**config.mk**
```make
export PLATFORM = sky130hd
export DESIGN_NAME = cts_timer_control_status
export DESIGN_NICKNAME = d
export VERILOG_FILES = /design/src/verilog/cts_pkg.sv /design/src/verilog/cts_phase_timer.sv /design/src/verilog/cts_deglitch.sv /design/src/verilog/cts_timer_control_status.sv
export VERILOG_INCLUDE_DIRS = /design/src /design/src/verilog
export SDC_FILE = /design/constraint.sdc
export NUM_CORES = 1
export LEC_CHECK = 0
export BUFFER_PORTS_ARGS = -buffer_cell sky130_fd_sc_hd__buf_2
export CORE_MARGIN = 2
export CORE_UTILIZATION = 50
export CTS_BUF_LIST = sky130_fd_sc_hd__clkbuf_8
export DETAILED_ROUTE_END_ITERATION = 7
export GPL_TIMING_DRIVEN = 0
export HOLD_SLACK_MARGIN = 0.03
export PLACE_DENSITY_LB_ADDON = 0.1
export SETUP_SLACK_MARGIN = 0.4
export SLEW_MARGIN = 10
export SYNTH_ARGS = -nofsm -noshare
export SYNTH_HDL_FRONTEND = slang
export SYNTH_SLANG_ARGS = --single-unit
```
**constraint.sdc**
```tcl
create_clock -name ref_clk -period 12.6 [get_ports ref_clk]
set_input_delay 1.89 -clock ref_clk [delete_from_list [all_inputs] [get_ports ref_clk]]
set_output_delay 1.89 -clock ref_clk [all_outputs]
set_load 0.005 [all_outputs]
```
**src/verilog/cts_defines.svh**
```systemverilog
// constants for the charger timer, control and status registers
`ifndef CTS_DEFINES_SVH
`define CTS_DEFINES_SVH

// ==========================================================
// register offsets
`define CTS_ADDR_TIMER      8'h06
`define CTS_ADDR_FUNC       8'h07
`define CTS_ADDR_STATUS     8'h08

// ==========================================================
// field positions
`define CTS_BIT_CMPL_EN     3
`define CTS_BIT_TMR_EN      2
`define CTS_BIT_JEITA_EN    7
`define CTS_BIT_COOL_SEL    6
`define CTS_BIT_ISO_OFF     4
`define CTS_BIT_REG_EN      3
`define CTS_BIT_EOC_EN      2
`define CTS_BIT_ADAPT_EN    1
`define CTS_BIT_CHG_EN      0
`define CTS_BIT_SUPPLY      7
`define CTS_BIT_ADAPT_ACT   6
`define CTS_BIT_ILIM        5

// ==========================================================
// reset values and writable masks
`define CTS_RST_TIMER       8'h07
`define CTS_RST_FUNC        8'h0c
`define CTS_MASK_TIMER      8'h0f
`define CTS_MASK_FUNC       8'hdf

// ==========================================================
// timing
`define CTS_CLK_NS          4
`define CTS_TICK_NS         1000000
`define CTS_DEGLITCH_MS     32
`define CTS_MIN_MS          60000
`define CTS_TRK_STEP_MIN    15
`define CTS_CHG_STEP_MIN    150
`define CTS_END_MIN         30

`endif

```
**src/verilog/cts_pkg.sv**
```systemverilog
// types shared by the charger timer and status logic
`default_nettype none
package cts_pkg;
  `include "cts_defines.svh"

  // charger sequencing states
  typedef enum logic [2:0] {
    ST_OFF, ST_TRICKLE, ST_FAST_CC, ST_FAST_CV,
    ST_COMPLETE, ST_LDO, ST_TIMEOUT, ST_DETECT
  } cts_state_type;

  // state to reported status code
  function automatic logic [2:0] stateCode(input cts_state_type s);
    unique case (s)
      ST_OFF:      stateCode = 3'h0;
      ST_TRICKLE:  stateCode = 3'h1;
      ST_FAST_CC:  stateCode = 3'h2;
      ST_FAST_CV:  stateCode = 3'h3;
      ST_COMPLETE: stateCode = 3'h4;
      ST_LDO:      stateCode = 3'h5;
      ST_TIMEOUT:  stateCode = 3'h6;
      ST_DETECT:   stateCode = 3'h7;
    endcase
  endfunction : stateCode
endpackage : cts_pkg
`default_nettype wire

```
**src/verilog/cts_phase_timer.sv**
```systemverilog
// tick counter with a programmable limit and expiry flag
`default_nettype none
module cts_phase_timer #(
  parameter int W = 26
) (
  input  wire logic         ref_clk,
  input  wire logic         rst_n,
  input  wire logic         tick,
  input  wire logic         run,
  input  wire logic         clear,
  input  wire logic [W-1:0] limit,
  output logic              expired
);
  import cts_pkg::*;

  logic [W-1:0] count_q;

  // ==========================================================
  // counting; holds at the limit so it never wraps
  assign expired = (count_q >= limit);

  always_ff @(posedge ref_clk)
  begin
    if (!rst_n || clear)
      count_q <= '0;
    else if (run && tick && !expired)
      count_q <= count_q + W'(1);
  end
endmodule : cts_phase_timer
`default_nettype wire

```
**src/verilog/cts_deglitch.sv**
```systemverilog
// level qualifier: output rises after the input holds for N ticks
`default_nettype none
`include "cts_defines.svh"
module cts_deglitch #(
  parameter int N = `CTS_DEGLITCH_MS
) (
  input  wire logic ref_clk,
  input  wire logic rst_n,
  input  wire logic tick,
  input  wire logic level,
  output logic      qualified
);
  import cts_pkg::*;

  logic [7:0] count_q;

  // ==========================================================
  // any drop of the level restarts the filter
  assign qualified = (count_q == 8'(N));

  always_ff @(posedge ref_clk)
  begin
    if (!rst_n || !level)
      count_q <= 8'h00;
    else if (tick && !qualified)
      count_q <= count_q + 8'h01;
  end
endmodule : cts_deglitch
`default_nettype wire

```
**src/verilog/cts_timer_control_status.sv**
```systemverilog
// charger timer, function control and status registers with sequencing
`default_nettype none
`include "cts_defines.svh"
module cts_timer_control_status #(
  parameter int   TICK_CYCLES = `CTS_TICK_NS / `CTS_CLK_NS,
  parameter int   MIN_TICKS   = `CTS_MIN_MS,
  parameter int   END_MIN     = `CTS_END_MIN,
  parameter logic CHG_EN_INIT = 1'b1
) (
  input  wire logic           ref_clk,
  input  wire logic           rst_n,
  // register port from the serial interface engine
  input  wire logic [7:0]     regAddr,
  input  wire logic [7:0]     regWrData,
  input  wire logic           regWrEn,
  input  wire logic           regRdEn,
  output logic [7:0]          regRdData,
  // analog comparator levels, asynchronous
  input  wire logic           supplyValidPin,
  input  wire logic           batteryPresentPin,
  input  wire logic           aboveDeadPin,
  input  wire logic           cvReachedPin,
  input  wire logic           eocCurrentPin,
  input  wire logic           coolZonePin,
  input  wire logic           adaptiveActivePin,
  input  wire logic           inputLimitedPin,
  // controls to the analog charger
  output logic                chargeRegulatorOn,
  output logic                chargeOn,
  output logic                batteryIsolationSwitchOff,
  output logic                systemRailShutdown,
  output logic                temperatureZoneActive,
  output logic                coolCurrentHalf,
  output logic                coolCurrentTenth,
  output logic                adaptiveLimitOn,
  output cts_pkg::cts_state_type chargerState,
  output logic [2:0]          chargerStateCode
);
  import cts_pkg::*;

  localparam int TW = 26;

  // ==========================================================
  // helpers
  function automatic logic [TW-1:0] limitTicks(input logic [1:0] code,
                                               input int stepMin);
    limitTicks = TW'((int'(code) + 1) * stepMin * MIN_TICKS);
  endfunction : limitTicks

  // ==========================================================
  // declarations
  logic [7:0]    timerReg_q;
  logic [7:0]    funcReg_q;
  logic [7:0]    syncA_q;
  logic [7:0]    syncB_q;
  logic [17:0]   tickCnt_q;
  logic          tick;
  cts_state_type state_q;
  cts_state_type state_d;
  logic [2:0]    code_q;
  logic          chargeOn_q;
  logic          regOn_q;
  logic          isoOff_q;
  logic          railOff_q;
  logic          zoneAct_q;
  logic          coolHalf_q;
  logic          coolTenth_q;
  logic          adaptOn_q;
  logic [7:0]    rdData_q;

  // ==========================================================
  // register fields
  wire completionTimerEnable  = timerReg_q[`CTS_BIT_CMPL_EN];
  wire phaseTimersEnable      = timerReg_q[`CTS_BIT_TMR_EN];
  wire [1:0] phaseTimerLength = timerReg_q[1:0];
  wire temperatureZoneEnable  = funcReg_q[`CTS_BIT_JEITA_EN];
  wire coolZoneCurrentSelect  = funcReg_q[`CTS_BIT_COOL_SEL];
  wire isolationSwitchForceOff = funcReg_q[`CTS_BIT_ISO_OFF];
  wire chargeRegulatorEnable  = funcReg_q[`CTS_BIT_REG_EN];
  wire endOfChargeEnable      = funcReg_q[`CTS_BIT_EOC_EN];
  wire adaptiveLimitEnable    = funcReg_q[`CTS_BIT_ADAPT_EN];
  wire chargingEnable         = funcReg_q[`CTS_BIT_CHG_EN];

  // synchronised comparator levels
  wire supplyValid    = syncB_q[0];
  wire batteryPresent = syncB_q[1];
  wire aboveDead      = syncB_q[2];
  wire cvReached      = syncB_q[3];
  wire eocCurrent     = syncB_q[4];
  wire coolZone       = syncB_q[5];
  wire adaptiveActive = syncB_q[6];
  wire inputLimited   = syncB_q[7];

  // ==========================================================
  // register port decode
  wire wrTimer = regWrEn && (regAddr == `CTS_ADDR_TIMER);
  wire wrFunc  = regWrEn && (regAddr == `CTS_ADDR_FUNC);
  wire [7:0] statusWord = {supplyValid, adaptiveActive, inputLimited,
                           2'b00, stateCode(state_q)};
  wire [7:0] rdMux = (regAddr == `CTS_ADDR_TIMER)  ? timerReg_q :
                     (regAddr == `CTS_ADDR_FUNC)   ? funcReg_q  :
                     (regAddr == `CTS_ADDR_STATUS) ? statusWord :
                     8'h00;

  // writable registers; reserved bits masked off on write
  always_ff @(posedge ref_clk)
  begin
    if (!rst_n)
    begin
      timerReg_q <= `CTS_RST_TIMER;
      funcReg_q  <= `CTS_RST_FUNC | {7'h00, CHG_EN_INIT};
    end
    else
    begin
      if (wrTimer)
        timerReg_q <= regWrData & `CTS_MASK_TIMER;
      if (wrFunc)
        funcReg_q <= regWrData & `CTS_MASK_FUNC;
    end
  end

  // read data captured on the read strobe, held until the next read
  always_ff @(posedge ref_clk)
  begin
    if (!rst_n)
      rdData_q <= 8'h00;
    else if (regRdEn)
      rdData_q <= rdMux;
  end
  assign regRdData = rdData_q;

  // ==========================================================
  // two-flop synchronisers; first stage read only by the second
  always_ff @(posedge ref_clk)
  begin
    if (!rst_n)
    begin
      syncA_q <= 8'h00;
      syncB_q <= 8'h00;
    end
    else
    begin
      syncA_q <= {inputLimitedPin, adaptiveActivePin, coolZonePin,
                  eocCurrentPin, cvReachedPin, aboveDeadPin,
                  batteryPresentPin, supplyValidPin};
      syncB_q <= syncA_q;
    end
  end

  // ==========================================================
  // millisecond tick for every timer
  assign tick = (tickCnt_q == 18'(TICK_CYCLES - 1));

  always_ff @(posedge ref_clk)
  begin
    if (!rst_n || tick)
      tickCnt_q <= 18'h00000;
    else
      tickCnt_q <= tickCnt_q + 18'h00001;
  end

  // ==========================================================
  // timers
  logic trkExpired;
  logic fastExpired;
  logic endExpired;
  logic eocQualified;
  wire [TW-1:0] trkLimit  = limitTicks(phaseTimerLength,
                                       `CTS_TRK_STEP_MIN);
  wire [TW-1:0] fastLimit = limitTicks(phaseTimerLength,
                                       `CTS_CHG_STEP_MIN);
  wire inTrickle = (state_q == ST_TRICKLE);
  wire inFast    = (state_q == ST_FAST_CC) || (state_q == ST_FAST_CV);
  wire trkRun    = phaseTimersEnable && inTrickle;
  wire fastRun   = phaseTimersEnable && inFast;
  // completion timer only counts once the end condition is qualified
  wire endRun    = completionTimerEnable && eocQualified &&
                   (state_q == ST_FAST_CV);

  cts_phase_timer #(.W(TW)) trkTimer (
    .ref_clk (ref_clk),
    .rst_n   (rst_n),
    .tick    (tick),
    .run     (trkRun),
    .clear   (!inTrickle),
    .limit   (trkLimit),
    .expired (trkExpired)
  );

  cts_phase_timer #(.W(TW)) fastTimer (
    .ref_clk (ref_clk),
    .rst_n   (rst_n),
    .tick    (tick),
    .run     (fastRun),
    .clear   (!inFast),
    .limit   (fastLimit),
    .expired (fastExpired)
  );

  cts_phase_timer #(.W(TW)) endTimer (
    .ref_clk (ref_clk),
    .rst_n   (rst_n),
    .tick    (tick),
    .run     (endRun),
    .clear   (!endRun),
    .limit   (TW'(END_MIN * MIN_TICKS)),
    .expired (endExpired)
  );

  // the deglitch filter stays in the path even with the timer off
  cts_deglitch #(.N(`CTS_DEGLITCH_MS)) eocFilter (
    .ref_clk   (ref_clk),
    .rst_n     (rst_n),
    .tick      (tick),
    .level     (eocCurrent && (state_q == ST_FAST_CV)),
    .qualified (eocQualified)
  );

  // ==========================================================
  // sequencing
  wire chargeAllowed = supplyValid && chargingEnable &&
                       chargeRegulatorEnable;
  wire trkTimeout  = phaseTimersEnable && trkExpired;
  wire fastTimeout = phaseTimersEnable && fastExpired;
  wire endReached  = endOfChargeEnable && eocQualified &&
                     (!completionTimerEnable || endExpired);

  always_comb
  begin
    state_d = state_q;
    if (!chargeAllowed)
      // regulator alone keeps the system supplied from the input
      state_d = (supplyValid && chargeRegulatorEnable) ? ST_LDO
                                                       : ST_OFF;
    else
      unique case (state_q)
        ST_OFF, ST_LDO: state_d = ST_DETECT;
        ST_DETECT:
          if (batteryPresent)
            state_d = aboveDead ? ST_FAST_CC : ST_TRICKLE;
        ST_TRICKLE:
          if (trkTimeout)
            state_d = ST_TIMEOUT;
          else if (aboveDead)
            state_d = ST_FAST_CC;
        ST_FAST_CC:
          if (fastTimeout)
            state_d = ST_TIMEOUT;
          else if (cvReached)
            state_d = ST_FAST_CV;
        // completion wins over a timeout in the same cycle
        ST_FAST_CV:
          if (endReached)
            state_d = ST_COMPLETE;
          else if (fastTimeout)
            state_d = ST_TIMEOUT;
        ST_COMPLETE, ST_TIMEOUT: state_d = state_q;
      endcase
  end

  always_ff @(posedge ref_clk)
  begin
    if (!rst_n)
    begin
      state_q <= ST_OFF;
      code_q  <= 3'h0;
    end
    else
    begin
      state_q <= state_d;
      code_q  <= stateCode(state_d);
    end
  end

  // ==========================================================
  // analog controls, registered
  wire charging_d = (state_d == ST_TRICKLE) || (state_d == ST_FAST_CC) ||
                    (state_d == ST_FAST_CV);
  wire zoneCool   = temperatureZoneEnable && coolZone;

  always_ff @(posedge ref_clk)
  begin
    if (!rst_n)
    begin
      chargeOn_q  <= 1'b0;
      regOn_q     <= 1'b0;
      isoOff_q    <= 1'b0;
      railOff_q   <= 1'b0;
      zoneAct_q   <= 1'b0;
      coolHalf_q  <= 1'b0;
      coolTenth_q <= 1'b0;
      adaptOn_q   <= 1'b0;
    end
    else
    begin
      chargeOn_q  <= charging_d;
      regOn_q     <= chargeRegulatorEnable;
      isoOff_q    <= isolationSwitchForceOff;
      railOff_q   <= isolationSwitchForceOff && batteryPresent;
      zoneAct_q   <= temperatureZoneEnable;
      coolHalf_q  <= zoneCool && !coolZoneCurrentSelect;
      coolTenth_q <= zoneCool && coolZoneCurrentSelect;
      adaptOn_q   <= adaptiveLimitEnable && charging_d;
    end
  end

  assign chargeOn                  = chargeOn_q;
  assign chargeRegulatorOn         = regOn_q;
  assign batteryIsolationSwitchOff = isoOff_q;
  assign systemRailShutdown        = railOff_q;
  assign temperatureZoneActive     = zoneAct_q;
  assign coolCurrentHalf           = coolHalf_q;
  assign coolCurrentTenth          = coolTenth_q;
  assign adaptiveLimitOn           = adaptOn_q;
  assign chargerState              = state_q;
  assign chargerStateCode          = code_q;
endmodule : cts_timer_control_status
`default_nettype wire

```
==> impl_metrics.json, run 1 <==
{
  "post-route-util_pct": 56.33,
  "drtPass1Iterations": 4,
  "first_iter_violations": 321,
  "area_growth_pct": 10.90,
  "antenna_found_initial": 0,
  "cpMaxStageDelayCell": "dfxtp_1",
  "clock_skew_ns": 0.01678,
  "synthArstFlopShare_pct": 0,
  "syn_nets": 1078,
  "dpl_cell_area_sq_um": 8843,
  "die_w_um": 133.1,
  "synth_top_area_share_pct": 36.04,
  "yosysWarnings": 0,
  "p_leak_uw": 0.003614,
  "cp.required_ns": 13.00,
  "final_layout_size_suffix_gt1_share_pct": 9.800,
  "place_congestion": 0.8336,
  "cpPeakStageDelay_ns": 0.68,
  "synth_area_sq_um": 8333,
  "rsz0062_at_grt": "false",
  "period_needed_ns": 6.929,
  "slew_headroom_pct": 27.07,
  "tns_ns": 0,
  "tightest_slew_ns": 1.084,
  "initial_core_util_pct": 50.79,
  "die_h_um": 133.1,
  "r2r_slack_ns": 5.67,
  "nets": 1144,
  "final_area_sq_um": 9241,
  "clk_pin_slew_ns": 0.09,
  "num_rows": 47,
  "start_kind": "flip-flop",
  "cap_violations": 0,
  "critPathMaxFanout": 12,
  "synth_cell_types": 66,
  "grt_pass1_wl_mm": 31.22,
  "hp-start": "syncB_q[5]",
  "dp_slack_ns": 5.656,
  "synth_edf_count": 0,
  "hold_depth": 2,
  "routed_wl_mm": 18.48,
  "outcome": "finished, final reports clean",
  "track_usage_pct": 21.53,
  "n_antenna_cell": 0,
  "yosysSeqAreaShare_pct": 36.04,
  "cp-end-kind": "flip-flop",
  "hold_buffers": 0,
  "root_buffer": "clkbuf_8",
  "clk-insertion-delay-late_ns": 0.46,
  "io_buffers": 47,
  "netlist_instances": 973,
  "num_io_pins": 50,
  "numCtsBuffers": 17,
  "min_to": "coolCurrentHalf",
  "setup_viol": 0,
  "synthTopCellsByArea": "dfxtp_1, ha_1, xnor2_1",
  "grt_start_max_net_pins": 17,
  "synth_seq_cells": 150,
  "via_per_inst": 5.352,
  "synthFlopType": "dfxtp_1",
  "vias": 6803,
  "timing.final.ws_setup_ns": 5.671,
  "ctsHtreeMaxLevel": 4,
  "numClockSinks": 150,
  "grt_pass1_vias": 6442,
  "reg2regPathDepth": 29,
  "max_freq_mhz": 144.3,
  "hpwl_mm": 13.58,
  "post_cts_buffers": 0,
  "fp.coreArea_sq_um": 16410,
  "p_per_area_nw_per_um2": 96.81,
  "hold_ws_ns": 0.4280,
  "finalHoldViolCount": 0,
  "timing.rr.end": "trkTimer.count_q[8]",
  "finalCritPeriodShare_pct": 54.99,
  "drc_errors": 0,
  "crit_type": "reg -> reg",
  "ant_nets": 0,
  "cts_tree": "done",
  "r2r_start": "timerReg_q[0]",
  "grt_overflow": 0,
  "yosys.area.top_type": "dfxtp_1",
  "slew_viol_final": 0,
  "yosysMostFrequentCell": "dfxtp_1",
  "synth.avg_cell_area_sq_um": 8.564,
  "vdd_drop_max_v": 0.0001346,
  "clock_path_buffers": 2,
  "cp.arrival_ns": 7.33,
  "dieArea_sq_um": 17710,
  "synthTopCellsByCount": "dfxtp_1, nor2_1, nand2_1, ha_1, xnor2_1",
  "ctsResizeCount": 0,
  "wl_per_cell_um": 14.54,
  "hp-class": "reg -> reg"
}
[placed cells by master (no fill, tap or decap), types with 33 or more instances in the layout]
cell type,n
xnor2_1,53
nor3_1,33
nor2_1,103
ha_1,73
dfxtp_1,150
buf_2,49
nand2_1,83
inv_1,52
nand3_1,52
[critical path: cells and delay by family (launching register included)]
family | cells | cell delay [ns]
XOR/XNOR | 6 | 1.09
AND/OR/NAND/NOR | 6 | 1.23
buffers and inverters | 4 | 0.78
flip-flops | 1 | 0.68
adder cells (fa/ha/maj) | 7 | 2.03
AO/OA/AOI/OAI | 6 | 1.05
[per-layer routing]
metal  wire [um]  global-route usage [%]
met2        8366                   34.66
met3         732                   4.376
met4         236                   5.910
met5           0                       0
met1        9141                   29.55
[how the worst max path moves through the flow]
stage	start	endpoint	slack (ns)	cells after the start
floorplan	timerReg_q[0]	trkTimer.count_q[10]	6.62	29
global placement	timerReg_q[0]	trkTimer.count_q[10]	5.68	29
detailed placement	timerReg_q[0]	trkTimer.count_q[10]	5.66	29
CTS	timerReg_q[0]	trkTimer.count_q[10]	5.63	29
global route	timerReg_q[0]	trkTimer.count_q[8]	4.99	29
finish	timerReg_q[0]	trkTimer.count_q[8]	5.67	29
[power by group]
group          total [uW]  switching [uW]  internal [uW]
Clock                 384             203            181
Sequential            480            2.38            478
Combinational        30.7            17.0           13.7
[through the flow]
stage / power (uW) / cells
6_report: 894.7 / 1271
5_1_grt: 927.3 / 1271
4_1_cts: 904.4 / 1271
3_5_place_dp: 522.3 / 1240
3_3_place_gp: 521.9 / 1240
2_1_floorplan: 509.8 / 973
[area by class of cell]
cell class              count  area (sq um)
flip-flops and latches    150          3003
repair buffers             47         235.2
clock buffers              17         234.0
well taps                 220         275.3
fillers                  1534          7166
clock inverters            14         163.9
plain buffers              38         167.7
inverters                  51         191.4
multi-input cells         734          4971
[cell families (layout without fill, tap and decap cells)]
kind of cell	Yosys count	after routing	share of synthesized area, %
DFF	150	150	36.04
buffers and inverters	89	167	4.309
xor gates and xnor gates	72	72	7.568
AOI/OAI and AO/OA	117	117	9.415
muxes	23	23	2.778
other	1	1	0.04500
adders and majority gates	77	77	11.92
and+or+nand+nor	444	444	27.93
[state kept, by name, summed over array words and instances (netlist names), 8 cells and up]
name / count
eocFilter.count_q: 8
tickCnt_q: 18
regRdData: 8
syncA_q: 8
fastTimer.count_q: 26
endTimer.count_q: 26
trkTimer.count_q: 26
syncB_q: 8
(Power assumes the default switching activity.)
==> run 2, diff against run 1 <==
ABC_AREA = 1   (was unset)
clock period = 5.6 ns   (was 12.6 ns; I/O delays follow)
==> impl_metrics.json, run 2 <==
{
  "outcome": "finished, final reports clean",
  "period_needed_ns": 5.223,
  "crit_type": "reg -> reg",
  "synthFlopType": "dfxtp_1",
  "slew_viol_final": 0,
  "yosysMostFrequentCell": "nand2_1",
  "yosys.area.top_type": "dfxtp_1",
  "critPathMaxFanout": 7,
  "cpMaxStageDelayCell": "fa_1",
  "reg_top3": "endTimer.count_q (26), fastTimer.count_q (26), trkTimer.count_q (26)",
  "initial_core_util_pct": 51.15,
  "synth_cell_types": 48,
  "grt_start_max_net_pins": 17,
  "synth_edf_count": 0,
  "num_rows": 49,
  "vdd_drop_max_v": 0.0001650,
  "num_io_pins": 50,
  "setup_viol": 0,
  "vias": 8634,
  "cap_violations": 0,
  "drc_errors": 0,
  "antenna_found_initial": 0,
  "n_fill_cell": 1744,
  "finalCritPeriodShare_pct": 93.27,
  "slew_headroom_pct": 53.24,
  "path_common_cell": "nand2_1",
  "root_buffer": "clkbuf_8",
  "clk-insertion-delay-late_ns": 0.47,
  "synth_area_sq_um": 9219,
  "synthTopCellsByCount": "nand2_1, inv_1, dfxtp_1, nor2_1, a21oi_1",
  "place_inst": 1599,
  "final_layout_size_suffix_gt1_share_pct": 12.40,
  "grt_pass1_vias": 7927,
  "cpPeakStageDelay_ns": 0.46,
  "grt_pass1_wl_mm": 37.82,
  "fp.coreArea_sq_um": 18020,
  "grt_overflow": 0,
  "yosysSeqAreaShare_pct": 32.57,
  "n_antenna_cell": 0,
  "critPathTopFamily": "adder cells",
  "layout_commonest_cell": "nand2_1",
  "hold_ws_ns": 0.4216,
  "start_kind": "flip-flop",
  "r2r_slack_ns": 0.38,
  "first_iter_violations": 563,
  "ctsHtreeMaxLevel": 4,
  "clk_pin_slew_ns": 0.10,
  "fin_cells": 1648,
  "numClockSinks": 150,
  "place_congestion": 0.9119,
  "ant_nets": 0,
  "synth_seq_cells": 150,
  "drtPass1Iterations": 5,
  "die_w_um": 139.8,
  "synthArstFlopShare_pct": 0,
  "track_usage_pct": 23.40,
  "routed_wl_mm": 22.68,
  "clock_skew_ns": 0.02212,
  "cp-end-kind": "flip-flop",
  "p_leak_uw": 0.004360,
  "synthTopCellsByArea": "dfxtp_1, nand2_1, ha_1",
  "synth.avg_cell_area_sq_um": 6.968,
  "p_per_area_nw_per_um2": 197.9,
  "io_buffers": 47,
  "nets": 1511,
  "die_h_um": 139.8,
  "clock_path_buffers": 2,
  "syn_nets": 1428,
  "finalHoldViolCount": 0,
  "numCtsBuffers": 17,
  "cts_tree": "done",
  "tightest_slew_ns": 0.6951,
  "wl_per_cell_um": 13.76,
  "crit_buf_inv": 9,
  "dieArea_sq_um": 19540,
  "via_per_inst": 5.239,
  "cp.arrival_ns": 5.55,
  "final_cell_mix": "nand2_1, inv_1, dfxtp_1",
  "cp.required_ns": 5.92,
  "yosysWarnings": 0,
  "area_growth_pct": 14.21,
  "rsz0062_at_grt": "true",
  "hp-class": "reg -> reg",
  "synth_top_area_share_pct": 32.57,
  "hpwl_mm": 17.23,
  "netlist_instances": 1323,
  "max_freq_mhz": 191.5
}
==> run 2: cell types whose count changed after synthesis, sizes merged, moves of 18 or more <==
cell   change
a21oi     +74
nor2      +45
nand4     +31
xor2      +18
o21ai     +20
nand2    +226
or3       -30
and3      -22
and2      -22
xnor2     -28
mux2i     -22
inv      +137
==> run 2: what timing repair did <==
item	CTS	global route
gates cloned	1	1
pin swaps	15	19
setup endpoints to repair	28	28
setup buffers	11	4
hold buffers	0	0
resized for setup	21	23
==> run 2: kinds of logic after synthesis <==
family                   Yosys count  synth area share (%)
AO/OA/AOI/OAI                    171                 9.908
XOR/XNOR                          62                 5.890
adder cells (fa/ha/maj)           77                 10.78
buffers and inverters            220                 9.541
flip-flops                       150                 32.57
other                              1               0.04068
AND/OR/NAND/NOR                  642                 31.27
==> run 2: final timing paths <==
kind	end	cells past startpoint	from
max	trkTimer.count_q[20]	33	timerReg_q[0]
min	syncB_q[6]	2	syncA_q[6]
max reg2reg	trkTimer.count_q[20]	33	timerReg_q[0]
min reg2reg	syncB_q[6]	2	syncA_q[6]
==> run 2: final cells by class <==
| class | instances | area, sq um | area share (%) |
|---|---|---|---|
| Multi-Input combinational cell | 953 | 5472 | 51.97 |
| Sequential cell | 150 | 3010 | 28.59 |
| Inverter | 188 | 728.2 | 6.916 |
| Timing Repair Buffer | 64 | 396.6 | 3.767 |
| Tap cell | 229 | 286.5 | 2.721 |
| Clock buffer | 17 | 234.0 | 2.222 |
| Clock inverter | 15 | 207.7 | 1.973 |
| Buffer | 32 | 193.9 | 1.842 |
==> run 2: metal layers <==
metal	track usage [%]	part of all wire (%)	up-vias
met2	36.94	45	200
met4	7.474	1.8	0
li1	-	-	4476
met1	32.83	49	3932
met5	0	0	-
met3	3.682	4.4	26
==> run 2: stage by stage <==
step	utilization (%)	setup TNS, ns	setup slack (ns)	power [uW]	area [sq um]
floorplan	-	0	0.4218	1143	9258
global placement	54.26	-6.034	-0.2917	1169	9779
detailed placement	54.26	-6.354	-0.3073	1170	9779
CTS	57.57	0	0.3055	2095	10380
global route	58.41	0	0.04220	2152	10530
finish	58.41	0	0.3767	2083	10530
==> run 2: power by group <==
| part | internal, uW | leakage (uW) | total [uW] | switching, uW |
|---|---|---|---|---|
| Sequential | 1070 | 0.00121 | 1080 | 4.38 |
| Clock | 460 | 0.000225 | 934 | 474 |
| Combinational | 28.5 | 0.00292 | 71.3 | 42.8 |
| Total | 1560 | 0.00436 | 2080 | 521 |
==> run 2: tightest hold or removal path, cell delays in order (launching register included) <==
cell	delay [ns]
dfxtp_1	0.31
nand2_1	0.05
inv_1	0.03
==> run 3, diff against run 2 <==
CORE_UTILIZATION = 54   (was 50)
==> impl_metrics.json, run 3 (synthesis gave the netlist of run 2 again) <==
{
  "reg_top3": "endTimer.count_q (26), fastTimer.count_q (26), trkTimer.count_q (26)",
  "grt_pass1_vias": 7812,
  "dieArea_sq_um": 18130,
  "clk-insertion-delay-late_ns": 0.46,
  "start_kind": "flip-flop",
  "tightest_slew_ns": 0.7380,
  "clock_skew_ns": 0.01314,
  "critPathTopFamily": "adder cells",
  "nets": 1513,
  "outcome": "finished, final reports clean",
  "period_needed_ns": 5.271,
  "cpPeakStageDelay_ns": 0.45,
  "grt_start_max_net_pins": 17,
  "via_per_inst": 5.225,
  "layout_commonest_cell": "nand2_1",
  "first_iter_violations": 558,
  "slew_viol_final": 0,
  "worstSetupPathDepth": 32,
  "vdd_drop_max_v": 0.0001870,
  "rsz0062_at_grt": "true",
  "crit_type": "reg -> reg",
  "cp.arrival_ns": 5.59,
  "r2r_slack_ns": 0.33,
  "timing.rr.end": "trkTimer.count_q[11]",
  "die_w_um": 134.7,
  "max_freq_mhz": 189.7,
  "cpMaxStageDelayCell": "fa_1",
  "fin_cells": 1640,
  "r2r_start": "timerReg_q[0]",
  "cts_tree": "done",
  "fp.coreArea_sq_um": 16640,
  "hold_depth": 2,
  "cp-end-kind": "flip-flop",
  "crit_buf_inv": 8,
  "final_layout_size_suffix_gt1_share_pct": 12.75,
  "dp_slack_ns": -0.2064,
  "grt_overflow": 0,
  "cp.required_ns": 5.91,
  "clk_pin_slew_ns": 0.08,
  "initial_core_util_pct": 55.39,
  "numClockSinks": 150,
  "ant_nets": 0,
  "n_antenna_cell": 0,
  "wl_per_cell_um": 13.38,
  "timing.final.ws_setup_ns": 0.3287,
  "ctsHtreeMaxLevel": 4,
  "final_cell_mix": "nand2_1, inv_1, dfxtp_1",
  "p_total_uw": 2032,
  "place_inst": 1590,
  "hp-start": "syncA_q[3]",
  "p_per_area_nw_per_um2": 192.9,
  "critPathMaxFanout": 6,
  "hpwl_mm": 16.52,
  "numCtsBuffers": 17,
  "drc_errors": 0,
  "p_leak_uw": 0.004354,
  "finalHoldViolCount": 0,
  "die_h_um": 134.7,
  "antenna_found_initial": 0,
  "finalCritPeriodShare_pct": 94.13,
  "place_congestion": 0.9067,
  "grt_pass1_wl_mm": 36.94,
  "num_io_pins": 50,
  "clock_path_buffers": 2,
  "startpoint": "timerReg_q[0]",
  "path_common_cell": "nand2_1",
  "slew_headroom_pct": 50.35,
  "hp-class": "reg -> reg",
  "vias": 8569,
  "area_growth_pct": 14.25,
  "post-route-util_pct": 63.29,
  "num_rows": 47,
  "drtPass1Iterations": 5,
  "reg2regPathDepth": 32,
  "endpoint": "trkTimer.count_q[11]",
  "cap_violations": 0,
  "root_buffer": "clkbuf_8",
  "track_usage_pct": 24.97,
  "setup_viol": 0,
  "io_buffers": 47,
  "routed_wl_mm": 21.94
}
==> run 3: worst register-to-register path, delay by kind of cell, from the launching register on <==
| kind | cells | cell delay, ns |
|---|---|---|
| adder cells (fa/ha/maj) | 7 | 2.17 |
| AND/OR/NAND/NOR | 10 | 0.89 |
| buffers and inverters | 8 | 0.66 |
| XOR/XNOR | 3 | 0.59 |
| AO/OA/AOI/OAI | 4 | 0.45 |
| flip-flops | 1 | 0.39 |
==> run 3: metrics by stage <==
step,hold slack [ns],TNS [ns],cell area [sq um]
4_1_cts,0.4122,0,10350
5_1_grt,0.4341,-0.4155,10530
6_report,0.4125,0,10530
2_1_floorplan,0.3905,0,9258
3_3_place_gp,0.3962,-3.154,9768
3_5_place_dp,0.3974,-4.037,9768
==> run 3: metal layers <==
layer  vias to the layer above  global-route usage [%]  wire length [um]
li1                       4481                       -                 -
met1                      3823                   34.70             10600
met2                       234                   39.06              9676
met3                        31                   5.105              1335
met4                         0                   7.719               327
met5                         -                       0                 0
==> run 3: power by group <==
group	leakage (uW)	internal [uW]	switching (uW)
sequential	0.00121	1070	4.30
combinational	0.00294	31.2	42.8
clock	0.000204	445	435
total	0.00435	1550	483
==> run 3: worst min-delay path by stage <==
stage	endpoint	slack (ns)
5_1_grt	syncB_q[3]	0.43
3_3_place_gp	syncB_q[3]	0.40
6_report	syncB_q[3]	0.41
3_5_place_dp	syncB_q[5]	0.40
4_1_cts	syncB_q[1]	0.41
2_1_floorplan	syncB_q[0]	0.39
==> run 3: what timing repair did <==
item | CTS | global route
cloned | 1 | 1
gates resized for setup | 19 | 32
setup endpoints to repair | 28 | 28
endpoints found under the hold margin | 0 | 0
hold buffers | 0 | 0
setup buffers | 12 | 5
pin swaps | 13 | 22
==> run 3: layout make-up <==
class / count / area, sq um
plain buffers: 32 / 193.9
fillers: 1531 / 6110
flip-flops and latches: 150 / 3008
repair buffers: 66 / 415.4
inverters: 188 / 724.4
well taps: 220 / 275.3
multi-input cells: 953 / 5507
clock buffers: 17 / 234.0
clock inverters: 14 / 175.2
